===== src/rtl/aui_pls_pkg.sv =====
// Constants for the station-side line signalling block.
// Assumes a 200 MHz clock and a 10 Mb/s line rate.
package aui_pls_pkg;

  // Timing base
  localparam int CLK_NS   = 5;
  localparam int BIT_NS   = 100;
  localparam int BIT_CYC  = BIT_NS / CLK_NS;
  localparam int HALF_CYC = BIT_CYC / 2;

  // Idle hold of at least 2 bit times
  localparam int IDL_HOLD_BITS = 2;
  localparam int IDL_HOLD_CYC  = IDL_HOLD_BITS * BIT_CYC;

  // Idle detect bounds in tenths of a bit, chosen point in between
  localparam int IDL_MIN_TENTHS = 13;
  localparam int IDL_MAX_TENTHS = 16;
  localparam int IDL_DET_TENTHS = (IDL_MIN_TENTHS + IDL_MAX_TENTHS + 1) / 2;
  localparam int IDL_DET_CYC    = (IDL_DET_TENTHS * BIT_CYC) / 10;
  // Data circuit counts from the last mid-cell edge
  localparam int RX_IDL_CYC     = IDL_DET_CYC + HALF_CYC;
  localparam int MID_MIN_CYC    = (3 * BIT_CYC) / 4;
  // Control symbol split between CS0 and CS1 half periods
  localparam int CS_SPLIT_CYC   = (3 * HALF_CYC) / 2;

  // Quality-error test window
  localparam int WIN_MIN_NS = 4000;
  localparam int WIN_MAX_NS = 8000;
  localparam int WIN_CYC    = (WIN_MIN_NS + CLK_NS - 1) / CLK_NS;

  // Frame header
  localparam logic [7:0] PRE_BYTE  = 8'h55;
  localparam logic [7:0] SFD_BYTE  = 8'hD5;
  localparam logic [2:0] HDR_LAST  = 3'h7;

  // Register map (byte addresses)
  localparam logic [3:0] REG_CTRL   = 4'h0;
  localparam logic [3:0] REG_STATUS = 4'h4;
  localparam logic [3:0] REG_RESULT = 4'h8;
  localparam int CTRL_MONITOR = 0;
  localparam logic CTRL_RESET = 1'b0;

  // Transmit states
  typedef enum logic [4:0] {
    TX_IDLE = 5'h01, TX_REQ = 5'h02, TX_HDR = 5'h04,
    TX_DATA = 5'h08, TX_ETD = 5'h10
  } tx_state_type;

  // Quality-error test states
  typedef enum logic [3:0] {
    T_IDLE = 4'h1, T_TX = 4'h2, T_WAIT = 4'h4, T_WIN = 4'h8
  } test_state_type;

  // Control circuit symbols
  typedef enum logic [2:0] {
    SYM_IDL = 3'h1, SYM_CS1 = 3'h2, SYM_CS0 = 3'h4
  } sym_type;

endpackage : aui_pls_pkg


===== src/rtl/aui_pls_line.sv =====
// Station-side line signalling: Manchester encode and decode,
// control circuit symbols, carrier and error sense, quality test.
// Assumes line pins are asynchronous; registers on Avalon-MM.
`timescale 1ns/1ps
`default_nettype none

module aui_pls_line (
  input  wire logic        clk,
  input  wire logic        rst_b,
  // Avalon-MM slave
  input  wire logic [3:0]  address,
  input  wire logic        read,
  input  wire logic        write,
  input  wire logic [31:0] writedata,
  output logic      [31:0] readdata,
  output logic             waitrequest,
  // MAC transmit byte stream
  input  wire logic        macTxValid,
  input  wire logic [7:0]  macTxData,
  output logic             macTxReady,
  // MAC receive and status
  output logic             rxValid,
  output logic             rxBit,
  output logic             carrierStatus,
  output logic             carrierChange,
  output logic             sqeStatus,
  output logic             sqeChange,
  // Management test result pulses
  output logic             sqeTestOk,
  output logic             sqeTestErr,
  // Line pins
  output logic             dataOut,
  output logic             dataOutEn,
  input  wire logic        dataIn,
  output logic             ctlOut,
  output logic             ctlOutEn,
  input  wire logic        ctlIn
);

  ////////////////////////////////////////////////////////////////////
  // Reset and pin synchronisers
  logic [1:0] rstPipe;
  logic       rstSync_b;
  logic [1:0] rxPipe;
  logic [1:0] ciPipe;
  logic       rxPrev;
  logic       ciPrev;

  // Reset release through two flops
  always_ff @(posedge clk or negedge rst_b) begin
    if (!rst_b) rstPipe <= 2'h0;
    else        rstPipe <= {rstPipe[0], 1'b1};
  end
  assign rstSync_b = rstPipe[1];

  // Pins pass two flops; only the second is read
  always_ff @(posedge clk or negedge rstSync_b) begin
    if (!rstSync_b) begin
      rxPipe <= 2'h0;
      ciPipe <= 2'h3;  // Control In rests high; no false edge
      rxPrev <= 1'b0;
      ciPrev <= 1'b1;
    end else begin
      rxPipe <= {rxPipe[0], dataIn};
      ciPipe <= {ciPipe[0], ctlIn};
      rxPrev <= rxPipe[1];
      ciPrev <= ciPipe[1];
    end
  end

  ////////////////////////////////////////////////////////////////////
  // Register file
  logic busAck;
  logic monitor;
  logic lastOk;
  logic lastErr;
  logic winOpen;
  logic txBusy;
  logic mauAvail;
  logic [31:0] regMux;
  aui_pls_pkg::tx_state_type   txState;
  aui_pls_pkg::test_state_type testState;

  // Decode and read selection; unmapped reads as zero
  assign waitrequest = (read | write) & ~busAck;
  assign regMux =
    (address == aui_pls_pkg::REG_CTRL)   ? {31'h0, monitor} :
    (address == aui_pls_pkg::REG_STATUS) ?
      {27'h0, winOpen, mauAvail, txBusy, sqeStatus, carrierStatus} :
    (address == aui_pls_pkg::REG_RESULT) ? {30'h0, lastErr, lastOk} :
    32'h0;

  // One wait cycle per access; write lands on the ack edge
  always_ff @(posedge clk or negedge rstSync_b) begin
    if (!rstSync_b) begin
      busAck   <= 1'b0;
      readdata <= 32'h0;
      monitor  <= aui_pls_pkg::CTRL_RESET;
    end else begin
      busAck <= (read | write) & ~busAck;
      if (read && !busAck) readdata <= regMux;
      if (write && busAck && address == aui_pls_pkg::REG_CTRL)
        monitor <= writedata[aui_pls_pkg::CTRL_MONITOR];
    end
  end

  ////////////////////////////////////////////////////////////////////
  // Control In decode by edge spacing
  logic [5:0] ciCnt;
  logic       ciEdge;
  logic       sqeIn;
  aui_pls_pkg::sym_type ciSym;

  assign ciEdge   = ciPipe[1] ^ ciPrev;
  assign sqeIn    = (ciSym == aui_pls_pkg::SYM_CS0);
  assign mauAvail = (ciSym == aui_pls_pkg::SYM_IDL);

  // Short half period is CS0, long is CS1, silence is IDL
  always_ff @(posedge clk or negedge rstSync_b) begin
    if (!rstSync_b) begin
      ciCnt <= 6'h3F;
      ciSym <= aui_pls_pkg::SYM_IDL;
    end else if (ciEdge) begin
      ciCnt <= 6'h0;
      if (ciCnt < 6'(aui_pls_pkg::CS_SPLIT_CYC))
        ciSym <= aui_pls_pkg::SYM_CS0;
      else if (ciCnt < 6'(aui_pls_pkg::IDL_DET_CYC))
        ciSym <= aui_pls_pkg::SYM_CS1;
    end else begin
      if (ciCnt != 6'h3F) ciCnt <= ciCnt + 6'h1;
      if (ciCnt == 6'(aui_pls_pkg::IDL_DET_CYC - 1))
        ciSym <= aui_pls_pkg::SYM_IDL;
    end
  end

  ////////////////////////////////////////////////////////////////////
  // Control Out encode
  logic [5:0] coCnt;
  logic [5:0] coPer;
  logic       coIdle;

  // Isolate beats request; request only while waiting on the unit
  assign coIdle = !monitor && txState != aui_pls_pkg::TX_REQ;
  assign coPer  = monitor ? 6'(aui_pls_pkg::HALF_CYC - 1)
                          : 6'(aui_pls_pkg::BIT_CYC - 1);

  // Even duty from the clock; idle ends high then releases
  always_ff @(posedge clk or negedge rstSync_b) begin
    if (!rstSync_b) begin
      coCnt    <= 6'h0;
      ctlOut   <= 1'b0;
      ctlOutEn <= 1'b0;
    end else if (!coIdle) begin
      ctlOutEn <= 1'b1;
      if (coCnt >= coPer) begin
        coCnt  <= 6'h0;
        ctlOut <= ~ctlOut;
      end else coCnt <= coCnt + 6'h1;
    end else if (ctlOutEn) begin
      if (!ctlOut) begin
        ctlOut <= 1'b1;
        coCnt  <= 6'h0;
      end else if (coCnt >= 6'(aui_pls_pkg::IDL_HOLD_CYC - 1)) begin
        ctlOutEn <= 1'b0;
        ctlOut   <= 1'b0;
      end else coCnt <= coCnt + 6'h1;
    end
  end

  ////////////////////////////////////////////////////////////////////
  // Transmit framer and Manchester encoder
  logic [7:0] txShift;
  logic [5:0] txCnt;
  logic [2:0] bitIdx;
  logic [2:0] hdrCnt;
  logic       sending;
  logic       bitEnd;
  logic       byteEnd;
  logic       wantData;
  logic       txEnd;

  assign sending  = txState == aui_pls_pkg::TX_HDR ||
                    txState == aui_pls_pkg::TX_DATA;
  assign txBusy   = txState != aui_pls_pkg::TX_IDLE;
  assign bitEnd   = sending && txCnt == 6'(aui_pls_pkg::BIT_CYC - 1);
  assign byteEnd  = bitEnd && bitIdx == 3'h7;
  assign wantData = txState == aui_pls_pkg::TX_DATA ||
                    hdrCnt == aui_pls_pkg::HDR_LAST;
  assign macTxReady = byteEnd && wantData && macTxValid;

  // Header bytes, then MAC bytes while offered, then idle
  always_ff @(posedge clk or negedge rstSync_b) begin
    if (!rstSync_b) begin
      txState <= aui_pls_pkg::TX_IDLE;
      txShift <= 8'h00;
      txCnt   <= 6'h0;
      bitIdx  <= 3'h0;
      hdrCnt  <= 3'h0;
      txEnd   <= 1'b0;
    end else begin
      txEnd <= 1'b0;
      unique case (txState)
        aui_pls_pkg::TX_IDLE: begin
          if (macTxValid && !monitor) txState <= aui_pls_pkg::TX_REQ;
        end
        aui_pls_pkg::TX_REQ: begin
          if (monitor) txState <= aui_pls_pkg::TX_IDLE;
          else if (mauAvail) begin
            txState <= aui_pls_pkg::TX_HDR;
            txShift <= aui_pls_pkg::PRE_BYTE;
            txCnt   <= 6'h0;
            bitIdx  <= 3'h0;
            hdrCnt  <= 3'h0;
          end
        end
        aui_pls_pkg::TX_HDR, aui_pls_pkg::TX_DATA: begin
          txCnt <= bitEnd ? 6'h0 : txCnt + 6'h1;
          if (bitEnd) begin
            bitIdx  <= bitIdx + 3'h1;
            txShift <= {1'b0, txShift[7:1]};
          end
          if (byteEnd) begin
            if (wantData && macTxValid) begin
              txState <= aui_pls_pkg::TX_DATA;
              txShift <= macTxData;
            end else if (wantData) begin
              txState <= aui_pls_pkg::TX_ETD;
            end else begin
              hdrCnt  <= hdrCnt + 3'h1;
              txShift <= (hdrCnt == aui_pls_pkg::HDR_LAST - 3'h1)
                         ? aui_pls_pkg::SFD_BYTE : aui_pls_pkg::PRE_BYTE;
            end
          end
        end
        aui_pls_pkg::TX_ETD: begin
          txCnt <= txCnt + 6'h1;
          if (txCnt == 6'(aui_pls_pkg::IDL_HOLD_CYC - 1)) begin
            txState <= aui_pls_pkg::TX_IDLE;
            txEnd   <= 1'b1;
          end
        end
      endcase
    end
  end

  // Line from flops; driver gated off whenever isolated
  always_ff @(posedge clk or negedge rstSync_b) begin
    if (!rstSync_b) begin
      dataOut   <= 1'b0;
      dataOutEn <= 1'b0;
    end else begin
      dataOut <= sending
        ? (txCnt < 6'(aui_pls_pkg::HALF_CYC) ? ~txShift[0] : txShift[0])
        : (txState == aui_pls_pkg::TX_ETD);
      dataOutEn <= (sending || txState == aui_pls_pkg::TX_ETD)
                   && !monitor;
    end
  end

  ////////////////////////////////////////////////////////////////////
  // Receive decoder; works the same in monitor mode
  logic [5:0] rxCnt;
  logic       rxEdge;
  logic       rxActive;

  assign rxEdge = rxPipe[1] ^ rxPrev;

  // Mid-cell edges carry bits; boundary edges are skipped
  always_ff @(posedge clk or negedge rstSync_b) begin
    if (!rstSync_b) begin
      rxCnt    <= 6'h0;
      rxActive <= 1'b0;
      rxValid  <= 1'b0;
      rxBit    <= 1'b0;
    end else begin
      rxValid <= 1'b0;
      // From silence only a rising edge starts carrier: the idle high
      // droops back low and must not be taken for a new frame
      if (rxEdge && (rxActive ? rxCnt >= 6'(aui_pls_pkg::MID_MIN_CYC - 1)
                              : rxPipe[1])) begin
        rxActive <= 1'b1;
        rxCnt    <= 6'h0;
        rxValid  <= 1'b1;
        rxBit    <= rxPipe[1];
      end else if (rxActive) begin
        rxCnt <= rxCnt + 6'h1;
        // Short enough that droop edges are not mistaken
        if (rxCnt == 6'(aui_pls_pkg::RX_IDL_CYC - 1))
          rxActive <= 1'b0;
      end
    end
  end

  ////////////////////////////////////////////////////////////////////
  // Error sense and carrier sense reporting
  always_ff @(posedge clk or negedge rstSync_b) begin
    if (!rstSync_b) begin
      sqeStatus     <= 1'b0;
      sqeChange     <= 1'b0;
      carrierStatus <= 1'b0;
      carrierChange <= 1'b0;
    end else begin
      sqeStatus <= sqeIn;
      sqeChange <= sqeIn != sqeStatus;
      // Frozen while the test window is open
      if (!winOpen) carrierStatus <= rxActive;
      carrierChange <= !winOpen && rxActive != carrierStatus;
    end
  end

  ////////////////////////////////////////////////////////////////////
  // Quality-error test after each transmission that saw carrier and no error signal
  logic [9:0] winCnt;
  logic       sawCarrier;
  logic       winPass;

  assign winOpen = testState == aui_pls_pkg::T_WIN;

  always_ff @(posedge clk or negedge rstSync_b) begin
    if (!rstSync_b) begin
      testState  <= aui_pls_pkg::T_IDLE;
      winCnt     <= 10'h0;
      sawCarrier <= 1'b0;
      winPass    <= 1'b0;
      sqeTestOk  <= 1'b0;
      sqeTestErr <= 1'b0;
      lastOk     <= 1'b0;
      lastErr    <= 1'b0;
    end else begin
      sqeTestOk  <= 1'b0;
      sqeTestErr <= 1'b0;
      unique case (testState)
        aui_pls_pkg::T_IDLE: begin
          if (txState == aui_pls_pkg::TX_REQ) begin
            testState  <= aui_pls_pkg::T_TX;
            sawCarrier <= 1'b0;
          end
        end
        aui_pls_pkg::T_TX: begin
          if (rxActive) sawCarrier <= 1'b1;
          if (sqeIn) testState <= aui_pls_pkg::T_IDLE;
          else if (txEnd)
            testState <= (sawCarrier || rxActive)
                         ? aui_pls_pkg::T_WAIT
                         : aui_pls_pkg::T_IDLE;
        end
        aui_pls_pkg::T_WAIT: begin
          if (sqeIn) testState <= aui_pls_pkg::T_IDLE;
          else if (!rxActive) begin
            testState <= aui_pls_pkg::T_WIN;
            winCnt    <= 10'h0;
            winPass   <= 1'b0;
          end
        end
        aui_pls_pkg::T_WIN: begin
          winCnt <= winCnt + 10'h1;
          if (sqeIn) winPass <= 1'b1;
          if (winCnt == 10'(aui_pls_pkg::WIN_CYC - 1)) begin
            testState  <= aui_pls_pkg::T_IDLE;
            sqeTestOk  <= winPass || sqeIn;
            sqeTestErr <= !(winPass || sqeIn);
            lastOk     <= winPass || sqeIn;
            lastErr    <= !(winPass || sqeIn);
          end
        end
      endcase
    end
  end

  ////////////////////////////////////////////////////////////////////
  // Checks
  a_mon_isolate: assert property (
    @(posedge clk) disable iff (!rstSync_b)
    monitor |=> !dataOutEn)
    else $error("driver on in monitor mode");

  a_manch_halves: assert property (
    @(posedge clk) disable iff (!rstSync_b)
    (sending && txCnt == 6'h0) |=> dataOut == !$past(txShift[0])
      ##10 dataOut == $past(txShift[0], 11))
    else $error("cell halves wrong");

  a_etd_high: assert property (
    @(posedge clk) disable iff (!rstSync_b)
    $rose(txState == aui_pls_pkg::TX_ETD) |=> dataOut [*8] ##32 dataOut)
    else $error("idle not held high");

  a_rx_idle: assert property (
    @(posedge clk) disable iff (!rstSync_b)
    $fell(rxActive) |-> !$past(rxEdge) && $past(rxCnt) == 6'h27)
    else $error("idle detect timing");

  // Window age for the length check; a delay that long is too slow
  logic [10:0] winAge;
  always_ff @(posedge clk or negedge rstSync_b) begin
    if (!rstSync_b) winAge <= 11'h0;
    else            winAge <= winOpen ? winAge + 11'h1 : 11'h0;
  end

  a_win_len: assert property (
    @(posedge clk) disable iff (!rstSync_b)
    $fell(winOpen) |->
      winAge >= 11'(aui_pls_pkg::WIN_MIN_NS / aui_pls_pkg::CLK_NS) &&
      winAge <= 11'(aui_pls_pkg::WIN_MAX_NS / aui_pls_pkg::CLK_NS) &&
      (sqeTestOk ^ sqeTestErr))
    else $error("window length or result");

  a_win_inhibit: assert property (
    @(posedge clk) disable iff (!rstSync_b)
    (winOpen && $past(winOpen)) |-> !carrierChange && $stable(carrierStatus))
    else $error("carrier reported in window");

  a_sqe_report: assert property (
    @(posedge clk) disable iff (!rstSync_b)
    (sqeIn != sqeStatus) |=> sqeChange && sqeStatus == $past(sqeIn))
    else $error("signal status not reported");

  a_car_report: assert property (
    @(posedge clk) disable iff (!rstSync_b)
    (!winOpen && rxActive != carrierStatus) |=> carrierChange)
    else $error("carrier status not reported");

  a_no_carrier: assert property (
    @(posedge clk) disable iff (!rstSync_b)
    (testState == aui_pls_pkg::T_TX && txEnd && !sawCarrier && !rxActive
      && !sqeIn) |=> testState == aui_pls_pkg::T_IDLE ##[1:900] !winOpen)
    else $error("test run without carrier");

  a_sqe_abort: assert property (
    @(posedge clk) disable iff (!rstSync_b)
    ((testState == aui_pls_pkg::T_TX || testState == aui_pls_pkg::T_WAIT) && sqeIn)
      |=> !winOpen ##1 !sqeTestErr)
    else $error("test not aborted");

  a_win_pass: assert property (
    @(posedge clk) disable iff (!rstSync_b)
    (winOpen && sqeIn) |-> ##[1:800] sqeTestOk)
    else $error("pass not reported");

  c_frame_sent: cover property (@(posedge clk) disable iff (!rstSync_b)
    txEnd);
  c_test_pass: cover property (@(posedge clk) disable iff (!rstSync_b)
    sqeTestOk);
  c_test_fail: cover property (@(posedge clk) disable iff (!rstSync_b)
    sqeTestErr);
  c_isolate: cover property (@(posedge clk) disable iff (!rstSync_b)
    monitor && ctlOutEn);

endmodule : aui_pls_line

`default_nettype wire


===== config.mk =====
export PLATFORM = sky130hd
export DESIGN_NAME = aui_pls_line
export DESIGN_NICKNAME = d
export VERILOG_FILES = /design/src/rtl/aui_pls_pkg.sv /design/src/rtl/aui_pls_line.sv
export SDC_FILE = /design/constraint.sdc
export NUM_CORES = 1
export LEC_CHECK = 0
export BUFFER_PORTS_ARGS = -buffer_cell sky130_fd_sc_hd__buf_2
export CAP_MARGIN = 20
export CORE_UTILIZATION = 38
export DETAILED_ROUTE_END_ITERATION = 6
export SLEW_MARGIN = 20
export SYNTH_ARGS = -nofsm -noshare
export SYNTH_HDL_FRONTEND = slang
export SYNTH_SLANG_ARGS = --single-unit

===== constraint.sdc =====
create_clock -name clk -period 3 [get_ports clk]
set_input_delay 0.15 -clock clk [delete_from_list [all_inputs] [get_ports clk]]
set_output_delay 0.15 -clock clk [all_outputs]
set_load 0.03 [all_outputs]

# ---- Word level (Yosys, flattened, before mapping)
# Cells that the tools add are included.
# Widths: inputs -> output; s select.
dict set report classes {
  add_sub_neg 7
  n_lt_le_gt_ge 6
  n_reduce_logical 45
  eq_ne 47
  muxes 83
  n_bitwise 7
}
# op n
set ops {}
lappend ops {{$mux 6} 12}
lappend ops {{$mux 8} 7}
lappend ops {{$mux 5} 10}
lappend ops {{$mux 3} 11}
lappend ops {{$ne 2x2->1 const B} 13}
lappend ops {{$mux 1} 25}
lappend ops {{$add 6x1->6 const B} 4}
lappend ops {{$mux 4} 6}
lappend ops {{$mux 10} 2}
lappend ops {{$pmux 10 s2} 1}
lappend ops {{$pmux 5 s4} 1}
lappend ops {{$pmux 6 s3} 1}
lappend ops {{$pmux 4 s4} 1}
lappend ops {{$pmux 8 s2} 1}
lappend ops {{$ne 3x3->1 const B} 5}
lappend ops {{$reduce_bool 2->1} 7}
lappend ops {{$logic_and 1x1->1} 13}
lappend ops {{$eq 3x3->1 const B} 4}
lappend ops {{$eq 6x5->1 const B} 2}
lappend ops {{$eq 6x6->1 const B} 2}
lappend ops {{$lt 6x4->1 const B} 2}
lappend ops {{$pmux 3 s2} 2}
lappend ops {{$reduce_and 3->1} 4}
lappend ops {{$reduce_and 4->1} 3}
lappend ops {{37 further kinds} 56}
dict set report word_totals {
  register_bits 120
  in_bits 51
  elab_cells 232
  out_inout_bits 46
}

# ---- Longest topological paths before layout
dict set report depth {
  ltp_word 8
  mapped_depth 8
  mapped_depth_nobuf 7
}

# ---- Least setup slack after synthesis
# No wires, ideal clock.
dict set report synth_path {
  path_kind {register to register}
  from {register txCnt[1]}
  to {register txShift[1]}
  arrival_time_ns 1.841
  stages_incl_launch_ff 8
  slack_ns 1.076
  period_less_slack_ns 1.924
  path_cell_list {dfrtp_1 ha_1 nor4b_4 nand4_4 or4_4 inv_2 a32oi_1 o21ai_0}
}
dict set report synth_between {
  elab_chain_cells 7
  word_cells_on_any_way 8
}
# element line
set synth_rtl {}
lappend synth_rtl {{from (decl)} aui_pls_line.sv:173} ;# logic [5:0] txCnt;
lappend synth_rtl {{from (signal assigned)} aui_pls_line.sv:217} ;# txCnt <= bitEnd ? 6'h0 : txCnt + 6'h1;
lappend synth_rtl {{from (signal assigned)} aui_pls_line.sv:236} ;# txCnt <= txCnt + 6'h1;
lappend synth_rtl {{$eq 6x5->1 *} aui_pls_line.sv:185} ;# assign bitEnd = sending && txCnt == 6'(aui_pls_pkg::BIT_CYC - 1);
lappend synth_rtl {{$logic_and 1x1->1 *} aui_pls_line.sv:185}
lappend synth_rtl {{$mux 8} aui_pls_line.sv:218} ;# if (bitEnd) begin
lappend synth_rtl {{$mux 8} aui_pls_line.sv:226} ;# end else if (wantData) begin
lappend synth_rtl {{$mux 8} aui_pls_line.sv:223} ;# if (wantData && macTxValid) begin
lappend synth_rtl {{$mux 8 *} aui_pls_line.sv:222} ;# if (byteEnd) begin
lappend synth_rtl {{$pmux 8 s2 *} aui_pls_line.sv:202} ;# unique case (txState)
lappend synth_rtl {{to (signal assigned)} aui_pls_line.sv:220} ;# txShift <= {1'b0, txShift[7:1]};
lappend synth_rtl {{to (signal assigned)} aui_pls_line.sv:225} ;# txShift <= macTxData;
lappend synth_rtl {{to (signal assigned)} aui_pls_line.sv:230} ;# txShift <= (hdrCnt == aui_pls_pkg::HDR_LAST - 3'h1)
lappend synth_rtl {{to (decl)} aui_pls_line.sv:172} ;# logic [7:0] txShift;
# Mark *: on every way between the ends. The rest lies on a longest branch, timed or not.
# A chain may end at the register's enable or synchronous reset.

# ---- Worst setup path in the final report
dict set report layout_path {
  from {register txCnt[1]}
  to {output port macTxReady}
}
dict set report layout_between {
  elab_chain_cells 5
}
# element line
set layout_rtl {}
lappend layout_rtl {{$eq 6x5->1} aui_pls_line.sv:185}
lappend layout_rtl {{$logic_and 1x1->1} aui_pls_line.sv:185}
lappend layout_rtl {{$logic_and 1x1->1} aui_pls_line.sv:186} ;# assign byteEnd = bitEnd && bitIdx == 3'h7;
lappend layout_rtl {{$logic_and 1x1->1 (2 in series)} aui_pls_line.sv:189} ;# assign macTxReady = byteEnd && wantData && macTxValid;
lappend layout_rtl {{to (decl)} aui_pls_line.sv:20} ;# output logic macTxReady,
# Every way passes these cells.

==> metrics.md <==
| Metric | Value |
|---|---|
| Global-route wire length before repair | `15600 um` |
| Total power per unit cell area | `679 nW/um^2` |
| Flip-flop and latch count after synthesis | `93` |
| Post-DR wirelength/cell | `approximately 13 um` |
| IO buf count | `38` |
| Starting density of the core | `0.398` |
| Leakage component of the power | `approximately 2.6 nW` |
| Clock-pin slew on the worst setup and hold paths | `approximately 0.070 ns` |
| Cells after synthesis | `490` |
| Adder-cell share of the synthesized area | `0.0386` |
| Die Height | `115 um` |
| Slew of the pin with the lowest slew margin | `0.763 ns` |
| CTS tree | `done` |
| Post-placement worst setup slack | `between 0.7 and 0.8 ns` |
| Initial antenna violation count | `0` |
| Endpoint type of the worst setup path | `primary output` |
| DRT Pass-1 Iters | `5` |
| Relative slew margins | `0.490` |
| Final number of setup-violating endpoints | `0` |
| CTS Buf Count | `9` |
| Synthesized-area fraction occupied by xor and xnor cells | `0.0394` |
| Fin cells | `701` |
| Area inside the core boundary | `12200 sq um` |
| Dominant synthesized flop cell | `sky130_fd_sc_hd__dfrtp_1` |
| Number of routed nets with antenna violations | `0` |
| Maximum number of pins on one net before global-route repair | `49` |
| Worst Path Max Fanout | `8` |
| IO Count | `97` |
| FP Rows | `40` |
| End-of-flow core utilization | `0.450` |
| GP Congestion | `~0.81` |
| Count of distinct cell types in the synthesized netlist | `71` |
| Fin crit period | `~2.6 ns` |
| Worst endpoint data arrival time | `between 2 and 2.5 ns` |
| Via count of the first global-routing pass | `3359` |
| Highest clock frequency the design can meet | `0.392 GHz` |
| Relative area change from synthesis to final layout | `13.1%` |
| Total Routed Length | `9060 um` |
| Congestion Overflow GR | `0` |
| Chip Width | `115 um` |
| Number of enable-type register cells in the synthesized netlist | `0` |
| Instance count after placement with tap cells included | `about 680` |
| Final worst-path setup slack | `0.449 ns` |
| Area fraction in compound gates after synthesis | `0.155` |
| CP required | `2.85 ns` |
| Average via count per standard cell | `5.09` |
| Total clock sinks | `93` |
| Post-detailed-placement half-perimeter wirelength | `between 6000 and 7000 um` |
| Number of remaining DRC errors | `0` |
| Outcome | `finished, final reports clean` |
| Mean Syn Cell Area | `around 10 sq um` |
| Die outline area | `13200 sq um` |
| Final Hold Vio Count | `0` |
| Number of design-rule violations left by the first detailed-router iteration | `170` |
| Global router's overall resource usage | `0.149` |
| Final slew viol count | `0` |
| Share of the yosys chip area belonging to registers | `0.482` |
| Multiplexer share of the synthesized area | `0.0260` |
| Summed instance area of the synthesized netlist | `4860 sq um` |
| Yosys warning total | `0` |
| Worst vdd ir | `0.429 mV` |
| Critical path type | `register to primary output` |
| Ratio of final minimum period to clock period | `0.850` |
| RSZ-0062 raised after global routing | `false` |
| Worst-case clock buffer depth | `2` |
| Fraction of the mapped netlist area in simple logic gates | `0.186` |
| Clock Skews | `0.00710 ns` |
| Total chip power | `3.73 mW` |
| Clk_lat worst skew | `roughly 0.35 ns` |
| Fraction of layout instances using a drive strength above 1 | `0.178` |
| Net count, final | `594` |
| CTS root buf | `sky130_fd_sc_hd__clkbuf_16` |
| Total via count after detailed routing | `3568` |
| Max_cap viols | `0` |
| Count of H-tree levels built during CTS | `3` |
| Sum of negative setup slack | `0 ns` |
| Antenna fix cells | `0` |
| Startpoint type of the worst setup path | `register` |
| Path type of the worst min-delay path | `primary input to register` |
| Async set or reset register ratio after synthesis | `1.00` |
| Main combinational cell family by area after synthesis | `simple AND/OR/NAND/NOR gates` |
## flip-flops by register name (all words and copies together) (netlist names), 4 cells and up
register   cells
ciCnt          6
winCnt        10
txShift        8
coCnt          6
readdata       5
testState      4
txCnt          6
rxCnt          6
txState        5
## worst paths after layout
check	from	end	slack, ns	cells after the start
setup reg to reg	txState[4]$_DFFE_PN0P_	bitIdx[0]$_DFFE_PN0P_	0.73	5
max in group asynchronous	rstPipe[1]$_DFF_PN0_	testState[0]$_DFFE_PN1P_	1.93	1
min in group asynchronous	rst_b	rstPipe[1]$_DFF_PN0_	0.11	2
hold reg to reg	rxPipe[0]$_DFF_PN0_	rxPipe[1]$_DFF_PN0_	0.35	0
hold / removal	macTxData[1]	txShift[1]$_DFFE_PN0P_	0.02	3
setup / recovery	txCnt[1]$_DFFE_PN0P_	macTxReady	0.45	6
## worst max-delay path, stage by stage (launching register included)
cell	delay, ns
sky130_fd_sc_hd__dfrtp_1	0.41
sky130_fd_sc_hd__ha_1	0.27
sky130_fd_sc_hd__nor4b_4	0.33
sky130_fd_sc_hd__nand4_4	0.23
sky130_fd_sc_hd__or4_4	0.52
sky130_fd_sc_hd__inv_2	0.10
sky130_fd_sc_hd__buf_2	0.19
## cells by family after synthesis
logic type | count (synthesis)
compound gates | 114
xor+xnor | 21
fa+ha+maj | 15
buf+inv | 61
flops | 93
mux | 12
other cells | 2
simple gates | 172
## Yosys cell counts, types with 2 or more instances
library cell	instances	area share
sky130_fd_sc_hd__a21bo_2	2	0.0041
sky130_fd_sc_hd__xnor2_1	7	0.013
sky130_fd_sc_hd__o2bb2ai_1	2	0.0036
sky130_fd_sc_hd__inv_1	18	0.014
sky130_fd_sc_hd__a211oi_1	6	0.0093
sky130_fd_sc_hd__nor3b_1	3	0.0046
sky130_fd_sc_hd__o21a_1	2	0.0031
sky130_fd_sc_hd__mux2_2	5	0.012
sky130_fd_sc_hd__and2_1	5	0.0064
sky130_fd_sc_hd__dfstp_2	12	0.065
sky130_fd_sc_hd__ha_1	15	0.039
sky130_fd_sc_hd__clkbuf_1	8	0.0062
sky130_fd_sc_hd__a22o_1	7	0.013
sky130_fd_sc_hd__nor3_2	2	0.0041
sky130_fd_sc_hd__buf_2	5	0.0051
sky130_fd_sc_hd__o211ai_1	4	0.0062
sky130_fd_sc_hd__nand2b_1	6	0.0077
sky130_fd_sc_hd__nor2_1	48	0.037
sky130_fd_sc_hd__dfrtp_1	81	0.42
sky130_fd_sc_hd__nand2_1	46	0.036
sky130_fd_sc_hd__buf_4	27	0.042
sky130_fd_sc_hd__a31o_2	2	0.0036
sky130_fd_sc_hd__nand4b_1	2	0.0036
sky130_fd_sc_hd__conb_1	2	0.0015
sky130_fd_sc_hd__mux2i_1	7	0.014
sky130_fd_sc_hd__o22ai_1	5	0.0064
sky130_fd_sc_hd__nor3_1	9	0.0093
sky130_fd_sc_hd__o21ai_1	2	0.0021
sky130_fd_sc_hd__nand3_1	21	0.022
sky130_fd_sc_hd__o21ai_0	32	0.033
sky130_fd_sc_hd__nor2b_1	3	0.0039
sky130_fd_sc_hd__a31oi_1	10	0.013
sky130_fd_sc_hd__o31ai_1	2	0.0031
sky130_fd_sc_hd__xor2_1	13	0.023
sky130_fd_sc_hd__and3_1	4	0.0051
sky130_fd_sc_hd__a21oi_1	18	0.019
sky130_fd_sc_hd__nand4_1	7	0.0090
sky130_fd_sc_hd__a21o_1	5	0.0077
sky130_fd_sc_hd__a32oi_1	3	0.0054
## through the flow
step | instance area (sq um) | hold WS [ns]
4_1_cts | 5490 | 0.00439
3_3_place_gp | 5110 | -0.0650
2_1_floorplan | 4960 | -0.146
5_1_grt | 5490 | 0.0278
3_5_place_dp | 5110 | -0.0626
6_report | 5490 | 0.0180
## layer usage
metal,GRT usage,share of wire
met5,0,0
met4,0.0476,0.011
met3,0.0459,0.044
met2,0.234,0.45
met1,0.198,0.49
## repair_timing
item | 4_1_cts | 5_1_grt
setup buffers | 0 | 0
hold endpoints to repair | 4 | 0
hold buffers | 3 | 0
gates resized for setup | 0 | 0
## cells in the final DEF (no fill, tap or decap), types with 3 or more instances in the layout
cell | netlist | routed
sky130_fd_sc_hd__nor2_1 | 48 | 48
sky130_fd_sc_hd__mux2i_1 | 7 | 7
sky130_fd_sc_hd__o22ai_1 | 5 | 5
sky130_fd_sc_hd__inv_1 | 18 | 18
sky130_fd_sc_hd__xnor2_1 | 7 | 7
sky130_fd_sc_hd__a211oi_1 | 6 | 6
sky130_fd_sc_hd__o211ai_1 | 4 | 4
sky130_fd_sc_hd__dfrtp_1 | 81 | 80
sky130_fd_sc_hd__a22o_1 | 7 | 7
sky130_fd_sc_hd__bufinv_16 | 0 | 3
sky130_fd_sc_hd__a31oi_1 | 10 | 10
sky130_fd_sc_hd__nand2b_1 | 6 | 6
sky130_fd_sc_hd__nand2_1 | 46 | 46
sky130_fd_sc_hd__nor3_1 | 9 | 9
sky130_fd_sc_hd__nand4_1 | 7 | 7
sky130_fd_sc_hd__and2_1 | 5 | 5
sky130_fd_sc_hd__dlygate4sd3_1 | 0 | 3
sky130_fd_sc_hd__mux2_2 | 5 | 5
sky130_fd_sc_hd__o21ai_0 | 32 | 32
sky130_fd_sc_hd__dfstp_2 | 12 | 12
sky130_fd_sc_hd__ha_1 | 15 | 15
sky130_fd_sc_hd__a21oi_1 | 18 | 18
sky130_fd_sc_hd__nor2b_1 | 3 | 3
sky130_fd_sc_hd__conb_1 | 2 | 28
sky130_fd_sc_hd__a21o_1 | 5 | 5
sky130_fd_sc_hd__a32oi_1 | 3 | 3
sky130_fd_sc_hd__clkbuf_16 | 0 | 9
sky130_fd_sc_hd__and3_1 | 4 | 4
sky130_fd_sc_hd__buf_2 | 5 | 38
sky130_fd_sc_hd__nor3b_1 | 3 | 3
sky130_fd_sc_hd__nand3_1 | 21 | 21
sky130_fd_sc_hd__xor2_1 | 13 | 13
## power by group
part | internal (mW) | total, mW | switching [mW]
Clock | 0.835 | 1.31 | 0.477
Combinational | 0.305 | 0.780 | 0.475
Sequential | 1.42 | 1.64 | 0.214
Total | 2.56 | 3.73 | 1.17
## area by class of cell
| cell class | instances | area [sq um] |
|---|---|---|
| multi-input combinational | 362 | 2270 |
| inverter | 19 | 71.3 |
| sequential | 93 | 2350 |
| clock inverter | 6 | 110 |
| clock buffer | 10 | 239 |
| timing repair buffer | 43 | 248 |
| tap | 168 | 210 |
| fill | 1180 | 6720 |
Note: power is estimated with default switching activity, not from simulation.
